<file path="config.mk">
export PLATFORM = sky130hd
export DESIGN_NAME = dat_timer
export DESIGN_NICKNAME = d
export VERILOG_FILES = /design/src/include/dat_pkg.sv /design/src/design/dat_tick_gen.sv /design/src/design/dat_timer.sv
export SDC_FILE = /design/constraint.sdc
export NUM_CORES = 1
export LEC_CHECK = 0
export BUFFER_PORTS_ARGS = -buffer_cell sky130_fd_sc_hd__buf_2
export CAP_MARGIN = 20
export CORE_MARGIN = 4
export CORE_UTILIZATION = 52
export CTS_CLUSTER_DIAMETER = 60
export DETAILED_ROUTE_END_ITERATION = 8
export GPL_TIMING_DRIVEN = 0
export PLACE_DENSITY = 0.84
export SYNTH_ARGS = -nofsm -noshare
export SYNTH_HDL_FRONTEND = slang
export SYNTH_SLANG_ARGS = --single-unit
</file>
<file path="constraint.sdc">
create_clock -name I_CLK_SYS -period 1.6 [get_ports I_CLK_SYS]
set_input_delay 0.16 -clock I_CLK_SYS [delete_from_list [all_inputs] [get_ports I_CLK_SYS]]
set_output_delay 0.16 -clock I_CLK_SYS [all_outputs]
set_load 0.01 [all_outputs]
</file>
<file path="src/include/dat_pkg.sv">
// Constants for the dual-mode auto-reload timer.
// Assumes an 8-bit special function register port clocked by I_CLK_SYS.
// Summary of operation
// Split clear: 16-bit count; wrap reloads both bytes, sets high flag.
// 16-bit mode: irq enable requests interrupt on each full overflow.
// 16-bit mode: low-byte wrap also interrupts when low irq enable set.
// Split set: two independent 8-bit timers, each reloads its own byte.
// Split mode: run control gates only the high byte; low always runs.
// Split mode: each byte picks clock from its fast bit and alternate bit.
// External clock/8 source is synchronised before it advances counts.
// High flag on high byte wrap; low flag on low byte wrap, any mode.
// Split mode: interrupt on high overflow, and low overflow if enabled.
// Hardware never clears overflow flags; only a zero write does.
// Servicing software reads both flags, then clears the handled ones.
// Bits: 7,6 flags; 5 low irq; 3 split; 2 run; 0 alt; rest 0.
// Alternate select: zero picks core clock/12, one external clock/8.
// Set high flag with timer irq enabled vectors to this handler.
// 16-bit mode uses high fast select with alternate bit, gated by run.
// Capture enable is treated as zero and ignored.
package dat_pkg;
   localparam logic [7:0] ADDR_CTRL       = 8'hc8;
   localparam logic [7:0] ADDR_RELOAD_LO  = 8'hca;
   localparam logic [7:0] ADDR_RELOAD_HI  = 8'hcb;
   localparam logic [7:0] ADDR_COUNT_LO   = 8'hcc;
   localparam logic [7:0] ADDR_COUNT_HI   = 8'hcd;
   localparam int         BIT_HIGH_FLAG   = 7;
   localparam int         BIT_LOW_FLAG    = 6;
   localparam int         BIT_LOW_IRQ_EN  = 5;
   localparam int         BIT_SPLIT       = 3;
   localparam int         BIT_RUN         = 2;
   localparam int         BIT_ALT_CLK     = 0;
   localparam logic [7:0] CTRL_RESET      = 8'h00;
   localparam logic [7:0] CTRL_WRITE_MASK = 8'hed;
   localparam logic [7:0] BYTE_RESET      = 8'h00;
   localparam logic [7:0] BYTE_MAX        = 8'hff;
   localparam int         CORE_DIV        = 12;
   localparam logic [3:0] CORE_DIV_LAST   = 4'(CORE_DIV - 1);
   localparam int         EXT_DIV         = 8;
   localparam logic [2:0] EXT_DIV_LAST    = 3'(EXT_DIV - 1);
endpackage

</file>
<file path="src/design/dat_tick_gen.sv">
// Count-rate enables for the timer: core clock/12 and external clock/8.
// Assumes the external oscillator is asynchronous to I_CLK_SYS.
`timescale 1ns/1ps
module dat_tick_gen
   import dat_pkg::*;
(
   input  wire logic i_clk,
   input  wire logic i_reset,
   input  wire logic i_ext_osc,
   output logic      o_tick_div12,
   output logic      o_tick_ext8
);
   logic [3:0] div12_cnt;
   logic [2:0] ext_div_cnt;
   logic       ext_sync1;
   logic       ext_sync2;
   logic       ext_prev;

   ////////////////////////////////////////////////////////////////////////
   // Core clock divided by twelve
   always_ff @(posedge i_clk)
   begin
      if (i_reset)
      begin
         div12_cnt    <= 4'h0;
         o_tick_div12 <= 1'b0;
      end
      else
      begin
         o_tick_div12 <= (div12_cnt == CORE_DIV_LAST);
         if (div12_cnt == CORE_DIV_LAST)
            div12_cnt <= 4'h0;
         else
            div12_cnt <= div12_cnt + 4'h1;
      end
   end

   ////////////////////////////////////////////////////////////////////////
   // Two-stage synchroniser for the external oscillator, see
   always_ff @(posedge i_clk)
   begin
      if (i_reset)
      begin
         ext_sync1 <= 1'b0;
         ext_sync2 <= 1'b0;
         ext_prev  <= 1'b0;
      end
      else
      begin
         ext_sync1 <= i_ext_osc;
         ext_sync2 <= ext_sync1;
         ext_prev  <= ext_sync2;
      end
   end

   ////////////////////////////////////////////////////////////////////////
   // Divide synchronised rising edges by eight, see
   always_ff @(posedge i_clk)
   begin
      if (i_reset)
      begin
         ext_div_cnt <= 3'h0;
         o_tick_ext8 <= 1'b0;
      end
      else
      begin
         o_tick_ext8 <= 1'b0;
         if (ext_sync2 && !ext_prev)
         begin
            o_tick_ext8 <= (ext_div_cnt == EXT_DIV_LAST);
            ext_div_cnt <= ext_div_cnt + 3'h1;
         end
      end
   end
endmodule

</file>
<file path="src/design/dat_timer.sv">
// Dual-mode auto-reload timer with its special function registers.
// Assumes a one-cycle SFR write strobe and a combinational read port.
// The interrupt enable and fast-select inputs come from other registers
// on the same clock, so they need no synchroniser.
`timescale 1ns/1ps
module dat_timer
   import dat_pkg::*;
(
   input  wire logic       I_CLK_SYS,
   input  wire logic       I_RESET,
   input  wire logic [7:0] I_SFR_ADDR,
   input  wire logic [7:0] I_SFR_WDATA,
   input  wire logic       I_SFR_WE,
   output logic      [7:0] O_SFR_RDATA,
   input  wire logic       I_EXT_OSC,
   input  wire logic       I_HIGH_FAST_CLOCK_SELECT,
   input  wire logic       I_LOW_FAST_CLOCK_SELECT,
   input  wire logic       I_TIMER_IRQ_ENABLE,
   input  wire logic       I_CAPTURE_ENABLE_BIT,
   output logic            O_IRQ
);
   // Count and reload bytes, then the control bits
   logic [7:0] count_low_byte;
   logic [7:0] count_high_byte;
   logic [7:0] reload_low_byte;
   logic [7:0] reload_high_byte;
   logic       high_overflow_flag;
   logic       low_overflow_flag;
   logic       low_overflow_irq_enable;
   logic       split_mode_select;
   logic       high_run_control;
   logic       alternate_clock_select;
   // Rate enables and per-byte advance strobes
   logic       tick_div12;
   logic       tick_ext8;
   logic       tick_high;
   logic       tick_low;
   logic       adv_low;
   logic       adv_high;
   logic       low_wrap;
   logic       high_wrap;
   // Register write strobes
   logic       wr_ctrl;
   logic       wr_cnt_lo;
   logic       wr_cnt_hi;

   // Count source pick from fast bit and alternate bit, see
   // Fast select overrides the alternate bit entirely
   function automatic logic pick_tick(input logic fast, input logic alt,
                                      input logic d12, input logic e8);
      if (fast)
         return 1'b1;
      else if (alt)
         return e8;
      else
         return d12;
   endfunction

   ////////////////////////////////////////////////////////////////////////
   // Rate enables
   dat_tick_gen u_tick (
      .i_clk        (I_CLK_SYS),
      .i_reset      (I_RESET),
      .i_ext_osc    (I_EXT_OSC),
      .o_tick_div12 (tick_div12),
      .o_tick_ext8  (tick_ext8)
   );

   ////////////////////////////////////////////////////////////////////////
   // Advance conditions; capture enable is ignored, see
   assign tick_high = pick_tick(I_HIGH_FAST_CLOCK_SELECT,
                                alternate_clock_select,
                                tick_div12, tick_ext8);
   assign tick_low  = pick_tick(I_LOW_FAST_CLOCK_SELECT,
                                alternate_clock_select,
                                tick_div12, tick_ext8);
   // Low byte in split mode runs free, see; 16-bit gated, see
   assign adv_low   = split_mode_select ? tick_low
                                        : (tick_high && high_run_control);
   assign adv_high  = split_mode_select ? (tick_high && high_run_control)
                                        : (adv_low && count_low_byte == BYTE_MAX);
   assign low_wrap  = adv_low && (count_low_byte == BYTE_MAX);
   assign high_wrap = adv_high && (count_high_byte == BYTE_MAX);

   // Write decodes
   assign wr_ctrl   = I_SFR_WE && (I_SFR_ADDR == ADDR_CTRL);
   assign wr_cnt_lo = I_SFR_WE && (I_SFR_ADDR == ADDR_COUNT_LO);
   assign wr_cnt_hi = I_SFR_WE && (I_SFR_ADDR == ADDR_COUNT_HI);

   ////////////////////////////////////////////////////////////////////////
   // Control bits, see
   // Flags live in their own process so hardware sets can win
   always_ff @(posedge I_CLK_SYS)
   begin
      if (I_RESET)
      begin
         low_overflow_irq_enable <= CTRL_RESET[BIT_LOW_IRQ_EN];
         split_mode_select       <= CTRL_RESET[BIT_SPLIT];
         high_run_control        <= CTRL_RESET[BIT_RUN];
         alternate_clock_select  <= CTRL_RESET[BIT_ALT_CLK];
      end
      else if (wr_ctrl)
      begin
         low_overflow_irq_enable <= I_SFR_WDATA[BIT_LOW_IRQ_EN];
         split_mode_select       <= I_SFR_WDATA[BIT_SPLIT];
         high_run_control        <= I_SFR_WDATA[BIT_RUN];
         alternate_clock_select  <= I_SFR_WDATA[BIT_ALT_CLK];
      end
   end

   ////////////////////////////////////////////////////////////////////////
   // Overflow flags: set wins over a software clear, see
   always_ff @(posedge I_CLK_SYS)
   begin
      if (I_RESET)
      begin
         high_overflow_flag <= CTRL_RESET[BIT_HIGH_FLAG];
         low_overflow_flag  <= CTRL_RESET[BIT_LOW_FLAG];
      end
      else
      begin
         if (high_wrap)
            high_overflow_flag <= 1'b1;
         else if (wr_ctrl)
            high_overflow_flag <= I_SFR_WDATA[BIT_HIGH_FLAG];
         if (low_wrap)
            low_overflow_flag <= 1'b1;
         else if (wr_ctrl)
            low_overflow_flag <= I_SFR_WDATA[BIT_LOW_FLAG];
      end
   end

   ////////////////////////////////////////////////////////////////////////
   // Reload bytes
   // Taken only on a wrap, so a new value applies from the next wrap
   always_ff @(posedge I_CLK_SYS)
   begin
      if (I_RESET)
      begin
         reload_low_byte  <= BYTE_RESET;
         reload_high_byte <= BYTE_RESET;
      end
      else if (I_SFR_WE)
      begin
         if (I_SFR_ADDR == ADDR_RELOAD_LO)
            reload_low_byte <= I_SFR_WDATA;
         if (I_SFR_ADDR == ADDR_RELOAD_HI)
            reload_high_byte <= I_SFR_WDATA;
      end
   end

   ////////////////////////////////////////////////////////////////////////
   // Low count byte
   // A software write wins over a count in the same cycle
   // In 16-bit mode a low-only wrap rolls to zero and carries upward
   always_ff @(posedge I_CLK_SYS)
   begin
      if (I_RESET)
         count_low_byte <= BYTE_RESET;
      else if (wr_cnt_lo)
         count_low_byte <= I_SFR_WDATA;
      else if (adv_low)
      begin
         if (!low_wrap)
            count_low_byte <= count_low_byte + 8'h01;
         else if (split_mode_select)
            count_low_byte <= reload_low_byte;
         else if (count_high_byte == BYTE_MAX)
            count_low_byte <= reload_low_byte;
         else
            count_low_byte <= 8'h00;
      end
   end

   ////////////////////////////////////////////////////////////////////////
   // High count byte
   // Advances on its own tick in split mode, otherwise on a carry
   always_ff @(posedge I_CLK_SYS)
   begin
      if (I_RESET)
         count_high_byte <= BYTE_RESET;
      else if (wr_cnt_hi)
         count_high_byte <= I_SFR_WDATA;
      else if (adv_high)
      begin
         if (high_wrap)
            count_high_byte <= reload_high_byte;
         else
            count_high_byte <= count_high_byte + 8'h01;
      end
   end

   ////////////////////////////////////////////////////////////////////////
   // Interrupt request level, see
   // A level, not a pulse: it stands while I_TIMER_IRQ_ENABLE and an enabled flag are set
   // One cycle behind the flags because it comes from a flip-flop
   always_ff @(posedge I_CLK_SYS)
   begin
      if (I_RESET)
         O_IRQ <= 1'b0;
      else
         O_IRQ <= I_TIMER_IRQ_ENABLE &&
                  (high_overflow_flag ||
                   (low_overflow_irq_enable && low_overflow_flag));
   end

   ////////////////////////////////////////////////////////////////////////
   // Read mux; unused bits 4 and 1 read zero, see
   // Unmapped addresses read zero so stray reads are harmless
   always_comb
   begin
      case (I_SFR_ADDR)
         ADDR_CTRL:      O_SFR_RDATA = {high_overflow_flag, low_overflow_flag,
                                        low_overflow_irq_enable, 1'b0,
                                        split_mode_select, high_run_control,
                                        1'b0, alternate_clock_select};
         ADDR_RELOAD_LO: O_SFR_RDATA = reload_low_byte;
         ADDR_RELOAD_HI: O_SFR_RDATA = reload_high_byte;
         ADDR_COUNT_LO:  O_SFR_RDATA = count_low_byte;
         ADDR_COUNT_HI:  O_SFR_RDATA = count_high_byte;
         default:        O_SFR_RDATA = 8'h00;
      endcase
   end
endmodule

</file>
## Word level (Yosys, flattened, before mapping)

Index checks and enable logic that the tools add are counted.

- Memories kept: 0
- Memory bits (writable): 0
- Register bits after elaboration: 51
- Word-level logic and storage cells: 69
- Output and inout bits: 9
- Bits in latches: 0
- Input bits: 24
- Bits in read-only memories: 0

- Bitwise operators: 1
- Multiplexer cells: 18
- Divide/modulo/power cells: 0
- Reduce and logical (&&, ||, !) cells: 19
- Add/subtract/negate cells: 4
- Shift operators: 0
- Multipliers: 0
- Equality and inequality tests: 9
- Order comparisons: 0

Operators with widths:

| operator | number |
|---|---|
| two-way mux 8 bit | 8 |
| == test 8 bit, second input constant | 7 |
| case mux 8 bit (5 select lines) | 1 |
| adder 8 x 1 -> 8 bit, second input constant | 2 |
| logical AND 1 bit | 9 |
| two-way mux 1 bit | 9 |
| nonzero test 2 bit | 4 |
| adder 4 x 1 -> 4 bit, second input constant | 1 |
| == test 4 bit, second input constant | 1 |
| AND reduction 2 bit | 2 |
| OR reduction 2 bit | 2 |
| adder 3 x 1 -> 3 bit, second input constant | 1 |
| == test 3 bit, second input constant | 1 |
| logical NOT 1 bit | 1 |
| logical OR 1 bit | 1 |
| inverter 1 bit | 1 |

## Depth between registers and ports, before layout

- Depth in word-level cells: 10
- Depth in mapped cells: 7
- Depth with buffers taken out: 6

## Modules after synthesis

From an unflattened synthesis, not the netlist that was laid out.

- Cells, all modules: 343
- Area, all modules: 2,839.0 um^2

By module, submodules not included:

| module | seq. area each (um^2) | cells each | instances | area each (um^2) |
|---|---|---|---|---|
| dat_timer | 780.7 | 303 | 1 | 2,407.3 |
| dat_tick_gen | 240.2 | 40 | 1 | 431.7 |

## Worst setup path before layout

Ideal clock, no wire load.

- Path type: reg-to-reg
- From: register count_low_byte[0]
- To: register count_low_byte[6]
- Clock period less this slack: 1.699 ns
- Data arrival time: 1.564 ns
- Path slack: -0.099 ns
- Path buffers: 0
- Cell stages (with the launch flop): 7
- Data required time: 1.465 ns
- Setup time: 0.135 ns
- Path through: dfxtp_1 -> ha_1 -> and3_1 -> and2_1 -> o21a_2 -> a2111oi_0 -> nor4_1

- Longest elaborated chain between the ends: 5
- Elaborated cells between the ends (all ways): 6
- Those cells by class: 1 x add/sub; 1 x eq/ne; 3 x mux; 1 x reduce/logical

Ends and longest elaborated chain:

| what | line | RTL |
|---|---|---|
| start, declared | dat_timer.sv:23 | `logic [7:0] count_low_byte;` |
| start signal, assigned | dat_timer.sv:165 | `count_low_byte <= count_low_byte + 8'h01;` |
| start signal, assigned | dat_timer.sv:167 | `count_low_byte <= reload_low_byte;` |
| start signal, assigned | dat_timer.sv:169 | `count_low_byte <= reload_low_byte;` |
| parallel branches: the longest is 2 deep, another holds adder 8 x 1 -> 8 bit | - |  |
| two-way mux 8 bit (*) | dat_timer.sv:164 | `if (!low_wrap)` |
| two-way mux 8 bit (*) | dat_timer.sv:162 | `else if (adv_low)` |
| two-way mux 8 bit (*) | dat_timer.sv:160 | `else if (wr_cnt_lo)` |

Every way passes the cells marked *. The select of a mux whose other input is x is not followed.
A chain may end at the register's enable or synchronous reset.

## Worst setup path after layout

- From: register alternate_clock_select
- To: register count_low_byte[7]

- Longest elaborated chain between the ends: 8
- Elaborated cells between the ends (all ways): 10
- Those cells by class: 7 x mux; 3 x reduce/logical

Ends and longest elaborated chain:

| what | line | RTL |
|---|---|---|
| start, declared | dat_timer.sv:32 | `logic alternate_clock_select;` |
| start signal, assigned | dat_timer.sv:100 | `alternate_clock_select <= CTRL_RESET[BIT_ALT_CLK];` |
| start signal, assigned | dat_timer.sv:107 | `alternate_clock_select <= I_SFR_WDATA[BIT_ALT_CLK];` |
| two-way mux 1 bit (*) | dat_timer.sv:53 | `else if (alt)` |
| two-way mux 1 bit | dat_timer.sv:51 | `if (fast)` |
| logical AND 1 bit | dat_timer.sv:79 | `: (tick_high && high_run_control);` |
| two-way mux 1 bit (*) | dat_timer.sv:78 | `assign adv_low = split_mode_select ? tick_low` |
| logical AND 1 bit | dat_timer.sv:82 | `assign low_wrap = adv_low && (count_low_byte == BYTE_MAX);` |
| two-way mux 8 bit | dat_timer.sv:164 |  |
| two-way mux 8 bit | dat_timer.sv:162 |  |
| two-way mux 8 bit | dat_timer.sv:160 |  |

Every way passes the cells marked *; elsewhere a longest branch is shown, timed or not. The select of a mux whose other input is x is not followed.

==> flow_metrics.py <==
metrics = {
    "outcome": {
        "status": "complete, but fails checks",
        "violations": "negative setup slack",
    },
    "global_route": {
        "grt_pass1_wl_microns": 12900,
        "antenna_found_initial": 0,
        "grt_util_all_layers": 0.259,
        "grt_pass1_vias": 2574,
        "grt_start_max_net_pins": 17,
        "gr-total-overflow": 0,
    },
    "synth": {
        "synth_largest_area_cell": "dfxtp_1",
        "synth_mux_area_frac": 0.123,
        "synth-edff-count": 0,
        "synth.distinct_cells": 58,
        "postSynthAreaPerCell_sq_um": 8.58,
        "synthAdderAreaFrac": 0.0224,
        "synth_compound_area_frac": 0.205,
        "synth_top_area_frac": 0.365,
        "netlist_area_sq_um": 2800,
        "ys.flop_type": "dfxtp_1",
        "ys_ff_latch": 51,
        "yosys_warnings": 0,
        "yosysSeqAreaShare": 0.365,
        "ys_top_cells_by_area": "dfxtp_1 37%, mux2i_1 11%, nor2_1 5.6%",
        "syn_inst": 326,
        "synth_nets": 355,
        "synthArstFlopShare": 0,
        "synth_xor_area_frac": 0.00940,
        "synthSimpleGateAreaFrac": 0.244,
        "synth_top_family_by_area": "simple AND/OR/NAND/NOR gates",
    },
    "final_layout": {
        "drive_above_1_share": 0.362,
        "diodes": 0,
        "final_cells": 454,
        "regArea_sq_um": 1060,
        "fillers": 372,
        "nets": 412,
        "multi_input_area_sq_um": 1950,
        "syn2layout_area_growth_pct": 29.8,
        "stdcell_area_sq_um": 3630,
        "post-route-util": 0.702,
    },
    "routing": {
        "drtAntennaViolNets": 0,
        "drc_errors": 0,
        "drtPass1Iterations": 5,
        "vias": 3043,
        "drt-initial-drc-count": 442,
        "wl_per_cell_microns": 20.1,
        "wl_microns": 9140,
        "avgViaCountPerCell": 6.70,
    },
    "sta": {
        "post-route-period-util": 1.07,
        "fin_tns_setup_ns": -0.387,
        "setup_ws_ns": -0.118,
        "period_needed_ns": 1.72,
        "rsz0062_at_grt": "true",
        "tightest_slew_ns": 0.619,
        "setup_viol": 12,
        "max_freq_mhz": 582,
        "relSlewSlack": 0.588,
        "hold_viol": 0,
        "maxSlewViolCount": 0,
        "hold_slack_ns": 0.0642,
        "skew_ns": 0.00921,
    },
    "place": {
        "dpl.hpwl_microns": 5780,
        "portBuffers": 27,
        "place_ws_ns": -0.265,
        "post_dp_cell_area_sq_um": 3060,
        "place.gp.congestion": 1.00,
        "place_inst": 423,
    },
    "power": {
        "power.total_mw": 2.19,
        "p_switching_uw": 557,
        "pwr-share-comb": 0.080,
        "max-vdd-ir-drop_mv": 0.628,
        "switching_share": 0.254,
        "power.density_nw_per_um2": 605,
        "seqPwrFrac": 0.584,
        "p_leak_nw": 1.39,
        "p_int_mw": 1.64,
        "clockPowerShare": 0.337,
    },
    "die": {
        "dieArea_sq_um": 6620,
        "io_pins": 33,
        "rows": 26,
        "initial_core_util": 0.541,
        "core_area_sq_um": 5170,
        "fp.dieW_microns": 81.3,
        "die_h_microns": 81.3,
    },
    "hold_path": {
        "min_delay_worst_endpoint": "u_tick.ext_sync1",
        "hp-class": "in2reg",
        "min_path_cells": 2,
        "worstHoldStart": "I_EXT_OSC",
    },
    "clock_tree": {
        "root_buffer": "clkbuf_8",
        "clkLatencyLatePin_ns": 0.31,
        "cts_tree": "built",
        "cts_sinks": 51,
        "htreeDepth": 2,
        "numCtsBuffers": 5,
        "path_clk_slew_ns": 0.09,
        "clock_path_buffers": 2,
    },
    "setup_path": {
        "worstSetupPathType": "reg2reg",
        "cpLargestDelayFamily": "compound AO/OA/AOI/OAI gates",
        "slowest_stage": "dfxtp_2",
        "max_stage_delay_ns": 0.36,
        "r2r_setup_slack_ns": -0.12,
        "crit_chain": "mux2_4, o211ai_1, and2_2, a221oi_1, o31ai_1",
        "timing.rr.start": "alternate_clock_select",
        "cp_num_buf_inv": 0,
        "end_kind": "flop",
        "crit_path_start_kind": "flop",
        "worstPathRequired_ns": 1.81,
        "r2r_cells": 5,
        "critPathArrivalTime_ns": 1.93,
        "r2r_end": "count_low_byte[7]",
        "cp_max_fo": 4,
    },
    "flow_run": {
        "cap_violations": 0,
    },
}
==> synthesized netlist by cell type (4+ instances only) <==
master	instances
a211oi_1	6
a21oi_1	16
a221oi_1	7
a22o_1	4
and2_1	5
buf_2	5
clkbuf_1	6
dfxtp_1	51
ha_1	5
mux2i_1	31
nand2_1	32
nand3_1	8
nor2_1	42
nor2b_1	5
nor3_1	8
nor3b_1	7
nor4_1	4
o21ai_0	17
==> routing by layer <==
metal	global-route usage	vias to the layer above	share of wire
li1	-	1327	-
met4	0.0997	0	0.050
met2	0.428	228	0.46
met1	0.339	1432	0.39
met3	0.0388	56	0.098
met5	0	-	0
==> cells in the final DEF, fill, tap and decap left out, types with 6 or more instances in the layout <==
cell type  synthesis  routed
a21oi_1           16      15
buf_2              5      31
buf_4              1      20
dfxtp_1           51      32
dfxtp_2            0      12
dfxtp_4            0       7
mux2i_1           31      31
nand2_1           32      30
nand3_1            8       7
nor2_1            42      37
nor3b_1            7       6
o21ai_0           17      13
==> worst max-delay path by stage <==
stage | to | slack [ns] | from | depth (start not counted)
floorplan | count_high_byte[7] | 0.005 | count_low_byte[0] | 6
global placement | count_high_byte[1] | -0.28 | count_low_byte[0] | 6
detailed placement | count_high_byte[1] | -0.26 | count_low_byte[0] | 6
CTS | count_high_byte[1] | -0.04 | count_low_byte[5] | 6
global route | count_low_byte[7] | -0.17 | alternate_clock_select | 5
finish | count_low_byte[7] | -0.12 | alternate_clock_select | 5
==> cell type report <==
cell class,count,share of cell area
multi-input cells,257,0.537
well taps,70,0.0241
plain buffers,14,0.0248
inverters,3,0.00310
clock inverters,3,0.00552
clock buffers,5,0.0190
repair buffers,51,0.0934
flip-flops and latches,51,0.293
==> power by group through the flow <==
stage                     sequential (mW)  combinational [mW]  clock (mW)
after floorplan                      1.32              0.0858           0
after global placement               1.32               0.151           0
after detailed placement             1.32               0.154           0
after CTS                            1.28               0.159       0.747
after global routing                 1.28               0.185       0.800
final                                1.28               0.175       0.738
==> cells by family (layout without fill, tap and decap cells) <==
| group | count (synthesis) | after routing |
|---|---|---|
| DFF | 51 | 51 |
| buffers and inverters | 18 | 76 |
| muxes | 34 | 34 |
| AOI/OAI and AO/OA | 82 | 82 |
| adders and majority gates | 5 | 5 |
| and+or+nand+nor | 133 | 133 |
| xor gates and xnor gates | 3 | 3 |
==> state kept, by name, summed over array words and instances, names as in the netlist <==
register and cells:
O_IRQ 1, alternate_clock_select 1, count_high_byte 8, count_low_byte 8, high_overflow_flag 1, high_run_control 1
low_overflow_flag 1, low_overflow_irq_enable 1, reload_high_byte 8, reload_low_byte 8, split_mode_select 1, u_tick.div12_cnt 4
u_tick.ext_div_cnt 3, u_tick.ext_prev 1, u_tick.ext_sync1 1, u_tick.ext_sync2 1, u_tick.o_tick_div12 1, u_tick.o_tick_ext8 1
==> what timing repair did <==
action	4_1_cts	5_1_grt
hold buffers	0	0
pin swaps	9	24
buffers inserted	9	15
endpoints found under the hold margin	0	0
setup endpoints to repair	22	23
resized for setup	33	46
==> worst reg2reg max path: cells and delay by family (launching register included) <==
kind,cells,cell delay (ns)
and+or+nand+nor,1,0.29
AOI/OAI and AO/OA,3,0.64
DFF,1,0.36
muxes,1,0.33
No activity file was read; power rests on OpenSTA's default activity.
